===== config.mk =====
export PLATFORM = sky130hd
export DESIGN_NAME = sfr_ramp_limiter
export DESIGN_NICKNAME = d
export VERILOG_FILES = /design/src/hw/sfr_pkg.sv /design/src/hw/sfr_ramp_limiter.sv
export VERILOG_INCLUDE_DIRS = /design/src /design/src/hw
export SDC_FILE = /design/constraint.sdc
export NUM_CORES = 2
export LEC_CHECK = 0
export BUFFER_PORTS_ARGS = -buffer_cell sky130_fd_sc_hd__buf_2
export CORE_MARGIN = 1
export CORE_UTILIZATION = 40
export CTS_CLUSTER_SIZE = 24
export DETAILED_ROUTE_END_ITERATION = 10
export PLACE_DENSITY = 0.52
export SLEW_MARGIN = 0
export SYNTH_ARGS = -nofsm -noshare
export SYNTH_HDL_FRONTEND = slang
export SYNTH_SLANG_ARGS = --single-unit

===== constraint.sdc =====
create_clock -name clk -period 59 [get_ports clk]
set_input_delay 11.8 -clock clk [delete_from_list [all_inputs] [get_ports clk]]
set_output_delay 11.8 -clock clk [all_outputs]
set_load 0.03 [all_outputs]

===== src/hw/sfr_defs.svh =====
// constants for the speed dependent flow ramp limiter
`ifndef SFR_DEFS_SVH
`define SFR_DEFS_SVH

`define SFR_CLK_KHZ 25000
`define SFR_TICK_MS 1
`define SFR_TICK_CYCLES (`SFR_CLK_KHZ * `SFR_TICK_MS)

`define SFR_FULL_SCALE 10'h3e8
`define SFR_FRAC_ONE 11'h400
`define SFR_DIV_STEPS 5'h14

`define SFR_MODE_OFF 2'h0
`define SFR_MODE_FIXED 2'h1
`define SFR_MODE_SPEED 2'h2

`define SFR_BREAK_1 10'h032
`define SFR_BREAK_2 10'h078
`define SFR_BREAK_3 10'h14d

`define SFR_DEF_MODE 2'h0
`define SFR_DEF_SHAPE 4'h0
`define SFR_DEF_RISE_MS 10'h0c8
`define SFR_DEF_FALL_MS 10'h15e
`define SFR_DEF_SPAN 10'h1f4
`define SFR_DEF_FAST_THR 10'h3e8
`define SFR_DEF_FAST_MS 10'h064
`define SFR_DEF_ABORT_THR 10'h000
`define SFR_DEF_ABORT_MS 10'h001

`endif


===== src/hw/sfr_pkg.sv =====
// types and helpers for the speed dependent flow ramp limiter
package sfr_pkg;

  // sign-magnitude flow word, 0.1 % of full port flow per unit
  typedef struct packed {
    logic neg;
    logic [9:0] mag;
  } sfr_flow_s;

  typedef struct packed {
    logic [1:0] ramp_type_select;
    logic [3:0] rise_curve_shape;
    logic [3:0] fall_curve_shape;
    logic [9:0] rise_ms_zero;
    logic [9:0] fall_ms_zero;
    logic [9:0] rise_ms_top;
    logic [9:0] fall_ms_top;
    logic [9:0] speed_span;
    logic [9:0] fast_fall_threshold;
    logic [9:0] fast_fall_ms;
    logic [9:0] reverse_abort_threshold;
    logic [9:0] abort_fall_ms;
  } sfr_cfg_s;

  typedef enum logic [4:0] {
    SFR_HOLD = 5'h01,
    SFR_RISE = 5'h02,
    SFR_FAST = 5'h04,
    SFR_SLOW = 5'h08,
    SFR_ABORT = 5'h10
  } sfr_phase_e;

  function automatic logic signed [11:0] sfr_to_s(input sfr_flow_s f);
    sfr_to_s = f.neg ? -$signed({2'b00, f.mag}) : $signed({2'b00, f.mag});
  endfunction : sfr_to_s

  function automatic sfr_flow_s sfr_to_flow(input logic signed [11:0] v);
    logic [11:0] a;
    a = v[11] ? 12'(-v) : 12'(v);
    sfr_to_flow.neg = v[11];
    sfr_to_flow.mag = a[9:0];
  endfunction : sfr_to_flow

endpackage : sfr_pkg


===== src/hw/sfr_ramp_limiter.sv =====
// request fifo and anti-jerk flow ramp limiter
`timescale 1ns/10ps
`include "sfr_defs.svh"

module sfr_fifo #(
  parameter int WIDTH = 11,
  parameter int DEPTH = 16
) (
  input wire logic clk,
  input wire logic srst,
  input wire logic in_valid,
  output logic in_ready,
  input wire logic [WIDTH-1:0] in_data,
  output logic out_valid,
  input wire logic out_ready,
  output logic [WIDTH-1:0] out_data
);
  localparam int AW = $clog2(DEPTH);

  logic [WIDTH-1:0] mem [DEPTH];
  logic [AW-1:0] wp_r;
  logic [AW-1:0] rp_r;
  logic [AW:0] cnt_r;
  logic not_full_r;
  logic not_empty_r;

  wire push = in_valid & not_full_r;
  wire pop = not_empty_r & out_ready;
  wire [AW:0] cnt_nxt = cnt_r + {{AW{1'b0}}, push} - {{AW{1'b0}}, pop};

  assign in_ready = not_full_r;
  assign out_valid = not_empty_r;
  assign out_data = mem[rp_r];

  always_ff @(posedge clk) begin
    if (push) begin
      mem[wp_r] <= in_data;
    end
  end

  always_ff @(posedge clk) begin
    if (srst) begin
      wp_r <= '0;
      rp_r <= '0;
      cnt_r <= '0;
      not_full_r <= 1'b1;
      not_empty_r <= 1'b0;
    end else begin
      wp_r <= push ? wp_r + 1'b1 : wp_r;
      rp_r <= pop ? rp_r + 1'b1 : rp_r;
      cnt_r <= cnt_nxt;
      not_full_r <= cnt_nxt != (AW+1)'(DEPTH);
      not_empty_r <= cnt_nxt != '0;
    end
  end
endmodule : sfr_fifo

module sfr_ramp_limiter
  import sfr_pkg::*;
#(
  parameter int TICK_CYCLES = `SFR_TICK_CYCLES
) (
  input wire logic clk,
  input wire logic srst,
  input wire sfr_cfg_s cfg,
  input wire logic [11:0] vehicle_speed,
  input wire sfr_flow_s req_flow,
  input wire logic req_valid,
  output logic req_ready_r,
  output sfr_flow_s cmd_flow_r,
  output logic cmd_valid_r,
  output sfr_phase_e phase_r
);

  // interpolation: t0 plus or minus share of the difference toward th, frac of 1024
  function automatic logic [9:0] sfr_interp(input logic [9:0] t0,
                                            input logic [9:0] th,
                                            input logic [10:0] frac);
    logic [9:0] d;
    logic [20:0] p;
    d = (th >= t0) ? th - t0 : t0 - th;
    p = 21'(d) * 21'(frac);
    sfr_interp = (th >= t0) ? t0 + p[19:10] : t0 - p[19:10];
  endfunction : sfr_interp

  // progressive curve: time stretched near zero flow, per segment
  function automatic logic [12:0] sfr_shape(input logic [9:0] t,
                                            input logic [3:0] s,
                                            input logic [9:0] mag);
    logic [3:0] sc;
    logic [13:0] ext;
    sc = (s > 4'ha) ? 4'ha : s;
    ext = 14'(t) * 14'(sc);
    if (mag < `SFR_BREAK_1) begin
      sfr_shape = 13'(t) + ext[13:1];
    end else if (mag < `SFR_BREAK_2) begin
      sfr_shape = 13'(t) + 13'(ext[13:2]);
    end else if (mag < `SFR_BREAK_3) begin
      sfr_shape = 13'(t) + 13'(ext[13:3]);
    end else begin
      sfr_shape = 13'(t);
    end
  endfunction : sfr_shape

  logic [15:0] tick_cnt_r;
  logic signed [11:0] tgt_r;
  logic [13:0] acc_r;
  logic abort_r;
  logic [10:0] frac_r;
  logic [4:0] div_cnt_r;
  logic [19:0] div_nq_r;
  logic [10:0] div_rem_r;
  logic fifo_ready;
  logic fifo_valid;
  logic [10:0] fifo_data;

  // tick pacing: the fifo drains one word per tick, so the source
  // sees real back-pressure if it sends faster than the ramp consumes
  wire tick = tick_cnt_r == 16'(TICK_CYCLES - 1);
  wire pop = tick & fifo_valid;
  wire signed [11:0] new_tgt = sfr_to_s(fifo_data);
  wire signed [11:0] tgt_now = pop ? new_tgt : tgt_r;

  sfr_fifo #(
    .WIDTH(11),
    .DEPTH(16)
  ) u_fifo (
    .clk(clk),
    .srst(srst),
    .in_valid(req_valid),
    .in_ready(fifo_ready),
    .in_data(req_flow),
    .out_valid(fifo_valid),
    .out_ready(tick),
    .out_data(fifo_data)
  );

  // speed share of the span, divided serially once per tick
  wire [9:0] speed_clamped = (vehicle_speed >= 12'(cfg.speed_span)) ?
                             cfg.speed_span : vehicle_speed[9:0];
  wire [10:0] rem_sh = {div_rem_r[9:0], div_nq_r[19]};
  wire div_ge = rem_sh >= {1'b0, cfg.speed_span};
  wire [10:0] rem_sub = rem_sh - {1'b0, cfg.speed_span};
  wire div_busy = div_cnt_r != 5'h00;
  wire div_last = div_cnt_r == 5'h01;
  wire [19:0] nq_nxt = {div_nq_r[18:0], div_ge};

  // fixed mode keeps the zero-speed times
  wire speed_mode = cfg.ramp_type_select == `SFR_MODE_SPEED;
  wire ramp_on = speed_mode ||
                 cfg.ramp_type_select == `SFR_MODE_FIXED;
  wire [10:0] frac_use = speed_mode ? frac_r : 11'h000;

  // direction of travel relative to zero
  wire signed [11:0] out_s = sfr_to_s(cmd_flow_r);
  wire [9:0] out_mag = cmd_flow_r.mag;
  // named wire: some front ends refuse a member select on a call
  wire sfr_flow_s tgt_flow = sfr_to_flow(tgt_now);
  wire [9:0] tgt_mag = tgt_flow.mag;
  wire moving = tgt_now != out_s;
  wire toward_zero = (out_s > 0 && tgt_now < out_s) ||
                     (out_s < 0 && tgt_now > out_s);
  wire reverse = (out_s > 0 && tgt_now < 0) ||
                 (out_s < 0 && tgt_now > 0);

  // fast range sits above the threshold, measured on the set-point
  wire fast_en = cfg.fast_fall_threshold < `SFR_FULL_SCALE;
  wire in_fast = fast_en && out_mag > cfg.fast_fall_threshold;
  wire abort_en = cfg.reverse_abort_threshold != `SFR_FULL_SCALE;
  wire abort_hit = toward_zero && !in_fast && reverse && abort_en &&
                   tgt_mag > cfg.reverse_abort_threshold;

  wire [9:0] rise_t = sfr_interp(cfg.rise_ms_zero, cfg.rise_ms_top,
                                 frac_use);
  wire [9:0] fall_t = sfr_interp(cfg.fall_ms_zero, cfg.fall_ms_top,
                                 frac_use);
  wire [12:0] rise_eff = sfr_shape(rise_t, cfg.rise_curve_shape,
                                   out_mag);
  wire [12:0] fall_eff = sfr_shape(fall_t, cfg.fall_curve_shape,
                                   out_mag);

  sfr_phase_e phase_nxt;
  logic [12:0] t_act;

  always_comb begin
    phase_nxt = SFR_HOLD;
    t_act = rise_eff;
    if (moving && ramp_on) begin
      if (!toward_zero) begin
        phase_nxt = SFR_RISE;
        t_act = rise_eff;
      end else if (in_fast) begin
        phase_nxt = SFR_FAST;
        t_act = 13'(cfg.fast_fall_ms);
      end else if (abort_r || abort_hit) begin
        phase_nxt = SFR_ABORT;
        t_act = 13'(cfg.abort_fall_ms);
      end else begin
        phase_nxt = SFR_SLOW;
        t_act = fall_eff;
      end
    end
  end

  // credit accumulator: each tick adds full scale, each unit step costs
  // the active time in ms, so full travel takes exactly that many ticks
  wire step_ok = moving && ramp_on && acc_r >= 14'(t_act);
  wire [13:0] acc_left = step_ok ? acc_r - 14'(t_act) : acc_r;
  wire [13:0] acc_nxt = !moving ? 14'h0000 :
                        tick ? acc_left + 14'(`SFR_FULL_SCALE) : acc_left;
  wire signed [11:0] step_dir = (tgt_now > out_s) ? 12'sh001 : -12'sh001;
  wire signed [11:0] out_nxt = !ramp_on ? tgt_now :
                               step_ok ? out_s + step_dir : out_s;
  // set wins: a fresh hit holds the abort even as the old one lapses
  wire abort_nxt = abort_hit ||
                   (abort_r && toward_zero && out_s != 0);

  always_ff @(posedge clk) begin
    if (srst) begin
      tick_cnt_r <= '0;
      tgt_r <= '0;
      req_ready_r <= 1'b0;
      cmd_valid_r <= 1'b0;
    end else begin
      tick_cnt_r <= tick ? 16'h0000 : tick_cnt_r + 16'h0001;
      tgt_r <= tgt_now;
      req_ready_r <= fifo_ready;
      cmd_valid_r <= tick;
    end
  end

  always_ff @(posedge clk) begin
    if (srst) begin
      cmd_flow_r <= '0;
      acc_r <= '0;
      abort_r <= 1'b0;
      phase_r <= SFR_HOLD;
    end else begin
      cmd_flow_r <= sfr_to_flow(out_nxt);
      acc_r <= acc_nxt;
      abort_r <= abort_nxt && ramp_on;
      phase_r <= phase_nxt;
    end
  end

  // zero span means any speed is already at the top of the span
  always_ff @(posedge clk) begin
    if (srst) begin
      div_cnt_r <= '0;
      div_nq_r <= '0;
      div_rem_r <= '0;
      frac_r <= '0;
    end else if (tick && !div_busy) begin
      div_cnt_r <= `SFR_DIV_STEPS;
      div_nq_r <= {speed_clamped, 10'h000};
      div_rem_r <= '0;
    end else if (div_busy) begin
      div_cnt_r <= div_cnt_r - 5'h01;
      div_nq_r <= nq_nxt;
      div_rem_r <= div_ge ? rem_sub : rem_sh;
      if (div_last) begin
        frac_r <= (cfg.speed_span == 10'h000) ? `SFR_FRAC_ONE :
                  nq_nxt[10:0];
      end
    end
  end

endmodule : sfr_ramp_limiter


Word-level counts from Yosys, hierarchy flattened
Memories as Yosys holds them, arrays and structs flattened. A register that Yosys moved wholly into a read port is not among the register bits.
Cells that the tools add are included.
- bits of input ports: 126
- memories: 1
- flip-flop bits (word level): 122
- bits in writable memories: 176
- output and inout bits: 18
- logic and storage cells: 162
- memory list (memory ; words ; bits a word ; read ports ; clocked after memory_dff ; wr ports ; line ; RTL):
    u_fifo.mem ; 16 ; 11 ; 1 ; 1 ; 1 ; sfr_ramp_limiter.sv:20 ; logic [WIDTH-1:0] mem [DEPTH];
- equality and inequality tests: 7
- add/sub/neg operators: 28
- reductions and logical operators: 34
- order comparisons: 19
- bitwise operators: 6
- multiply operators: 4
- muxes and demuxes: 41
- operators with widths (operator ; count):
    $mux W13 ; 8
    $mux W12 ; 8
    $mux W10 ; 8
    $sub A10 B10 Y10 ; 7
    $mul A10 B11 Y20 ; 2
    $mux W20 ; 2
    $reduce_bool A32 Y1 ; 1
    $mul A10 B4 Y14 ; 2
    $mux W14 ; 2
    $add A10 B12 Y13 ; 2
    $add A10 B13 Y13 ; 2
    $add A10 B11 Y12 ; 2
    $gt A12 B1 Y1 const B ; 2
    $lt A12 B1 Y1 const B ; 2
    $neg A10 Y12 ; 2
    $mux W11 ; 2
    $add A10 B10 Y10 ; 2
    $ge A10 B10 Y1 ; 2
    $gt A10 B10 Y1 ; 2
    $neg A10 Y10 ; 2
    $add A16 B1 Y16 const B ; 1
    $eq A16 B15 Y1 const B ; 1
    $mux W4 ; 4
    $logic_and A1 B1 Y1 ; 15
    38 further kinds ; 56

Logic depth before layout (Yosys ltp)
- depth in word-level cells: 21
- mapped depth: 79
- gate-level depth less buffers: 77

Hierarchy
From an unflattened synthesis, not the netlist that was laid out.
- cell total of the unflattened synthesis: 3388
- area, all modules: 30679.4 um^2
- by module, submodules not included (module ; times used ; cells each ; area an instance (um^2)):
    sfr_ramp_limiter ; 1 ; 3001 ; 23142.2
    sfr_fifo ; 1 ; 387 ; 7537.2

Worst setup path before layout
Ideal clock, no wire load.
- kind: input to register
- from: input port cfg[60] (netlist bit)
- to: register cmd_flow_r, in the netlist out_mag[9]
- data required time: 58872 ps
- stages: 76
- data arrival time: 27319 ps
- slack: 31553 ps
- cells stage by stage: inv_1 > ha_1 > inv_1 > fa_1 > a21o_1 > a21oi_1 > o31a_1 > nand2_1 > clkbuf_1 > nor3_1 > a31o_2 > xnor2_1 > clkbuf_1 > nand2_1 > fa_1 > inv_1 > fa_1 > inv_1 > (+40 left out) > nand3_1 > mux2_2 > a21oi_1 > a31oi_1 > ha_1 > a2111oi_0 > o31ai_1 > a2111oi_0 > or2_2 > clkbuf_1 > buf_2 > o22ai_1 > a21oi_2 > nand3_1 > nor4_1 > a31oi_1 > xnor2_1 > nor2_1
- cells in the longest elaborated chain, start to end: 18
- RTL lines (what ; line ; RTL):
    start, declared ; sfr_ramp_limiter.sv:65 ; input wire sfr_cfg_s cfg,
    $sub A10 B10 Y10 / $ge A10 B10 Y1 (equally long branches) ; sfr_ramp_limiter.sv:81, sfr_ramp_limiter.sv:83 ;
    $mux W10 ; sfr_ramp_limiter.sv:81 ; d = (th >= t0) ? th - t0 : t0 - th;
    $mul A10 B11 Y20 ; sfr_ramp_limiter.sv:82 ; p = 21'(d) * 21'(frac);
    $sub A10 B10 Y10 / $add A10 B10 Y10 (equally long branches) ; sfr_ramp_limiter.sv:83 ; sfr_interp = (th >= t0) ? t0 + p[19:10] : t0 - p[19:10];
    $mux W10 (*) ; sfr_ramp_limiter.sv:83 ;
    $mul A10 B4 Y14 ; sfr_ramp_limiter.sv:93 ; ext = 14'(t) * 14'(sc);
    $add A10 B11 Y12 ; sfr_ramp_limiter.sv:99 ; sfr_shape = 13'(t) + 13'(ext[13:3]);
    $mux W12 ; sfr_ramp_limiter.sv:98 ; end else if (mag < `SFR_BREAK_3) begin
    (+2 left out) ; n/a ;
    $mux W13 ; sfr_ramp_limiter.sv:189 ; if (!toward_zero) begin
    $mux W13 (*) ; sfr_ramp_limiter.sv:188 ; if (moving && ramp_on) begin
    $ge A14 B13 Y1 (*) ; sfr_ramp_limiter.sv:207 ; wire step_ok = moving && ramp_on && acc_r >= 14'(t_act);
    $logic_and A1 B1 Y1 (*) ; sfr_ramp_limiter.sv:207 ;
    $mux W12 (*) ; sfr_ramp_limiter.sv:213 ; step_ok ? out_s + step_dir : out_s;
    $mux W12 (*) ; sfr_ramp_limiter.sv:212 ; wire signed [11:0] out_nxt = !ramp_on ? tgt_now :
    $neg A10 Y10 ; sfr_pkg.sv:39 ; a = v[11] ? 12'(-v) : 12'(v);
    $mux W10 (*) ; sfr_pkg.sv:39 ;
    end signal, assigned ; sfr_ramp_limiter.sv:239 ; cmd_flow_r <= sfr_to_flow(out_nxt);
    end, declared ; sfr_ramp_limiter.sv:70 ; output sfr_flow_s cmd_flow_r,
Every way passes the cells marked *; elsewhere a longest branch is shown, timed or not.
A chain may end at the register's enable or synchronous reset.

Worst setup path in the final report
- from: input port cfg[50] (netlist bit)
- to: register cmd_flow_r, in the netlist out_mag[9]
- cells in the longest elaborated chain, start to end: 20
- RTL lines (what ; line):
    $sub A10 B10 Y10 / $ge A10 B10 Y1 (equally long branches) ; sfr_ramp_limiter.sv:81, sfr_ramp_limiter.sv:83
    $mux W10 ; sfr_ramp_limiter.sv:81
    $mul A10 B11 Y20 ; sfr_ramp_limiter.sv:82
    $sub A10 B10 Y10 / $add A10 B10 Y10 (equally long branches) ; sfr_ramp_limiter.sv:83
    $mux W10 (*) ; sfr_ramp_limiter.sv:83
    $mul A10 B4 Y14 ; sfr_ramp_limiter.sv:93
    $add A10 B11 Y12 ; sfr_ramp_limiter.sv:99
    $mux W12 ; sfr_ramp_limiter.sv:98
    (+4 left out) ; n/a
    $mux W13 (*) ; sfr_ramp_limiter.sv:189
    $mux W13 (*) ; sfr_ramp_limiter.sv:188
    $ge A14 B13 Y1 (*) ; sfr_ramp_limiter.sv:207
    $logic_and A1 B1 Y1 (*) ; sfr_ramp_limiter.sv:207
    $mux W12 (*) ; sfr_ramp_limiter.sv:213
    $mux W12 (*) ; sfr_ramp_limiter.sv:212
    $neg A10 Y10 ; sfr_pkg.sv:39
    $mux W10 (*) ; sfr_pkg.sv:39
Marked as above.

==> flow_summary.ini <==
[die]
fp.coreArea_um2 = 75800
dieArea_um2 = 77600
rows = 101
die_height_um = 279
pin_count = 144
initial_core_util_pct = 40.3
die_w_um = 279

[status]
status = finished, final reports clean

[clock_network]
htreeDepth = 1
cts.repair.resized = 0
clk_latency_ns = 0.59
clk_pin_slew_ns = 0.07
clockRootBuffer = clkbuf_16
cts.path.max_buffers = 3
cts_inserted_buffers = 29
ctsHoldBuffers = 0
post_cts_buffers = 0
cts_sinks = 302
cts_tree = done

[yosys]
ys_seq_elements = 302
synth_area_leader_cell = edfxtp_1
yosysTopAreaCellShare_pct = 17.3
yosys_warnings = 0
synth_edf_count = 176
syn-cell-area_um2 = 30600
synth_area_leaders = edfxtp_1 (17%), ha_1 (14%), fa_1 (12%)
syn_nets = 3997
synthCells = 3336
synth_ff_type = edfxtp_1
yosysUniqueCellTypes = 89
syn_avg_cell_area_um2 = 9.17
async_flop_share_pct = 0
ys_seq_area_share_pct = 25.5

[route]
drc = 0
wl_per_cell_um = 18.9
drt_pre_antenna_iters = 8
first_iter_violations = 1335
via_count = 24300
drtAntennaViolNets = 0
drt-total-wl_mm = 83.7
vias_per_cell = 5.47

[critical_path]
cp.required_ns = 59.46
path_buf_inv = 7
cp-end-kind = register
reg2reg_slack_ns = 42.30
path_class = input pin to register
crit_family = compound AO/OA/AOI/OAI gates
cpPeakStageDelay_ns = 0.91
worstSetupStartpointType = input pin
worstPathArrival_ns = 30.66
crit_fanout = 30
worst_path_most_repeated_cell = ha_1
crit_path_top_delay_cell = o21a_1

[grt]
grt_antenna_before_repair = 1
grt_max_degree = 50
grt_pass1_wl_mm = 135
gr-usage-all-layers_pct = 21.7
globalRouteOverflowTotal = 0
grt_pass1_vias = 25000

[pwr]
ir_drop_uv = 34.4
p_leak_nw = 15.2
pwr_density_cell_nw_per_um2 = 41.4

[sta]
worst_pin_slew_ns = 1.20
skew_ns = 0.0186
rsz0062_at_grt = false
slew-limit-headroom_pct = 18.9
finalCriticalPeriod_ns = 30.19
final_hold_viol_count = 0
setup_viol = 0
timing.final.crit_share_pct = 51.2
fin_setup_tns_ns = 0
fmax_ghz = 0.0331
final_max_slew_viol_count = 0

[worst_hold_path]
min_path_type = register to register

[finish]
syn2layout_area_growth_pct = 8.59
drive_above_1_share_pct = 8.85
fin_nets = 4096
fin_cells = 4437
final_common_cell = inv_1
mostFrequentLayoutCells = inv_1 (371), ha_1 (351), nand2_1 (324), nor2_1 (312), fa_1 (184)

[placed_design]
gp_congestion = 0.884
io_buffers = 143
dp_cells = 4382
dp_hpwl_mm = 65.1

[flow_run]
maxCapViolCount = 0
-- state kept, by name, summed over array words and instances (netlist names), 4 cells and up, named ones only --
| register | flops |
|---|---|
| out_mag | 10 |
| u_fifo.wp_r | 4 |
| phase_r | 5 |
| tick_cnt_r | 16 |
| div_nq_r | 20 |
| acc_r | 14 |
| u_fifo.mem | 176 |
| frac_r | 11 |
| tgt_r | 12 |
| div_rem_r | 10 |
| u_fifo.cnt_r | 5 |
| div_cnt_r | 5 |
| u_fifo.rp_r | 4 |
-- synthesized netlist by cell type (9+ instances only) --
| cell | count |
|---|---|
| xnor2_1 | 152 |
| and2_1 | 83 |
| nor4_1 | 14 |
| o21bai_1 | 13 |
| ha_1 | 351 |
| a211o_1 | 16 |
| and3_1 | 18 |
| a211oi_1 | 26 |
| o21ai_0 | 126 |
| o31ai_1 | 13 |
| nor2b_1 | 45 |
| or2_2 | 10 |
| nand3_1 | 45 |
| dfxtp_1 | 126 |
| o22ai_1 | 14 |
| a31oi_1 | 20 |
| a311oi_1 | 9 |
| a32oi_1 | 10 |
| nand2b_1 | 40 |
| edfxtp_1 | 176 |
| mux2_2 | 10 |
| a21boi_0 | 11 |
| o211ai_1 | 10 |
| o21a_1 | 30 |
| a221oi_1 | 12 |
| clkbuf_1 | 83 |
| nand4_1 | 26 |
| fa_1 | 184 |
| xor2_1 | 85 |
| buf_2 | 9 |
| nor2_1 | 313 |
| mux4_2 | 43 |
| nand2_1 | 324 |
| or3_1 | 12 |
| a21oi_1 | 172 |
| o21ai_1 | 10 |
| mux2i_1 | 47 |
| a21o_1 | 79 |
| a2111oi_0 | 9 |
| inv_1 | 371 |
| nor3_1 | 45 |
| a22oi_1 | 24 |
-- power by group --
| part | switching (W) | internal (W) |
|---|---|---|
| combinational | 0.000556 | 0.000389 |
| sequential | 0.0000106 | 0.000236 |
| clock | 0.0000824 | 0.0000988 |
-- worst paths after layout --
check                start       endpoint  cells past startpoint
max                cfg[50]     out_mag[9]                     73
min          tick_cnt_r[0]  tick_cnt_r[0]                      1
max reg2reg      frac_r[6]     out_mag[9]                     59
min reg2reg  tick_cnt_r[0]  tick_cnt_r[0]                      1
-- per-layer routing --
| layer | vias up | global-route usage (%) | part of all wire, % | routed length, µm |
|---|---|---|---|---|
| met5 | - | 0 | 0.016 | 13 |
| met4 | 2 | 4.80 | 1.9 | 1610 |
| met3 | 91 | 1.39 | 3.3 | 2770 |
| met2 | 458 | 39.8 | 51 | 42600 |
| met1 | 12000 | 27.7 | 44 | 36700 |
| li1 | 11800 | - | - | - |
-- per-stage QoR --
step	hold slack, ns	util, %	total power, W	cell area, µm²	worst slack, ns
final	0.444	43.8	0.00137	33200	28.81
after floorplan	0.418	-	0.000967	30600	31.55
after detailed placement	0.435	42.6	0.00119	32300	28.29
after global placement	0.435	42.6	0.00117	32300	28.68
after global routing	0.470	43.8	0.00149	33200	26.94
after CTS	0.447	43.8	0.00137	33200	28.87
-- area by class of cell --
type	count	area [µm²]
Fill cell	7400	42600
Tap cell	978	1220
Clock buffer	39	793
Sequential cell	302	7810
Timing Repair Buffer	175	956
Antenna cell	1	2.50
Inverter	372	1400
Multi-Input combinational cell	2555	20900
Clock inverter	15	110
-- cells by family (layout without fill, tap and decap cells) --
| kind of cell | after synthesis | in the layout | share of synthesized area (%) |
|---|---|---|---|
| AND/OR/NAND/NOR | 1010 | 1010 | 15.4 |
| AO/OA/AOI/OAI | 672 | 672 | 14.6 |
| adder cells (fa/ha/maj) | 535 | 535 | 26.4 |
| buffers and inverters | 479 | 601 | 6.13 |
| flip-flops | 302 | 302 | 25.5 |
| XOR/XNOR | 237 | 237 | 6.79 |
| multiplexers | 101 | 101 | 5.15 |
| other | 0 | 1 | 0 |
Power figures use the tool's default switching activity.
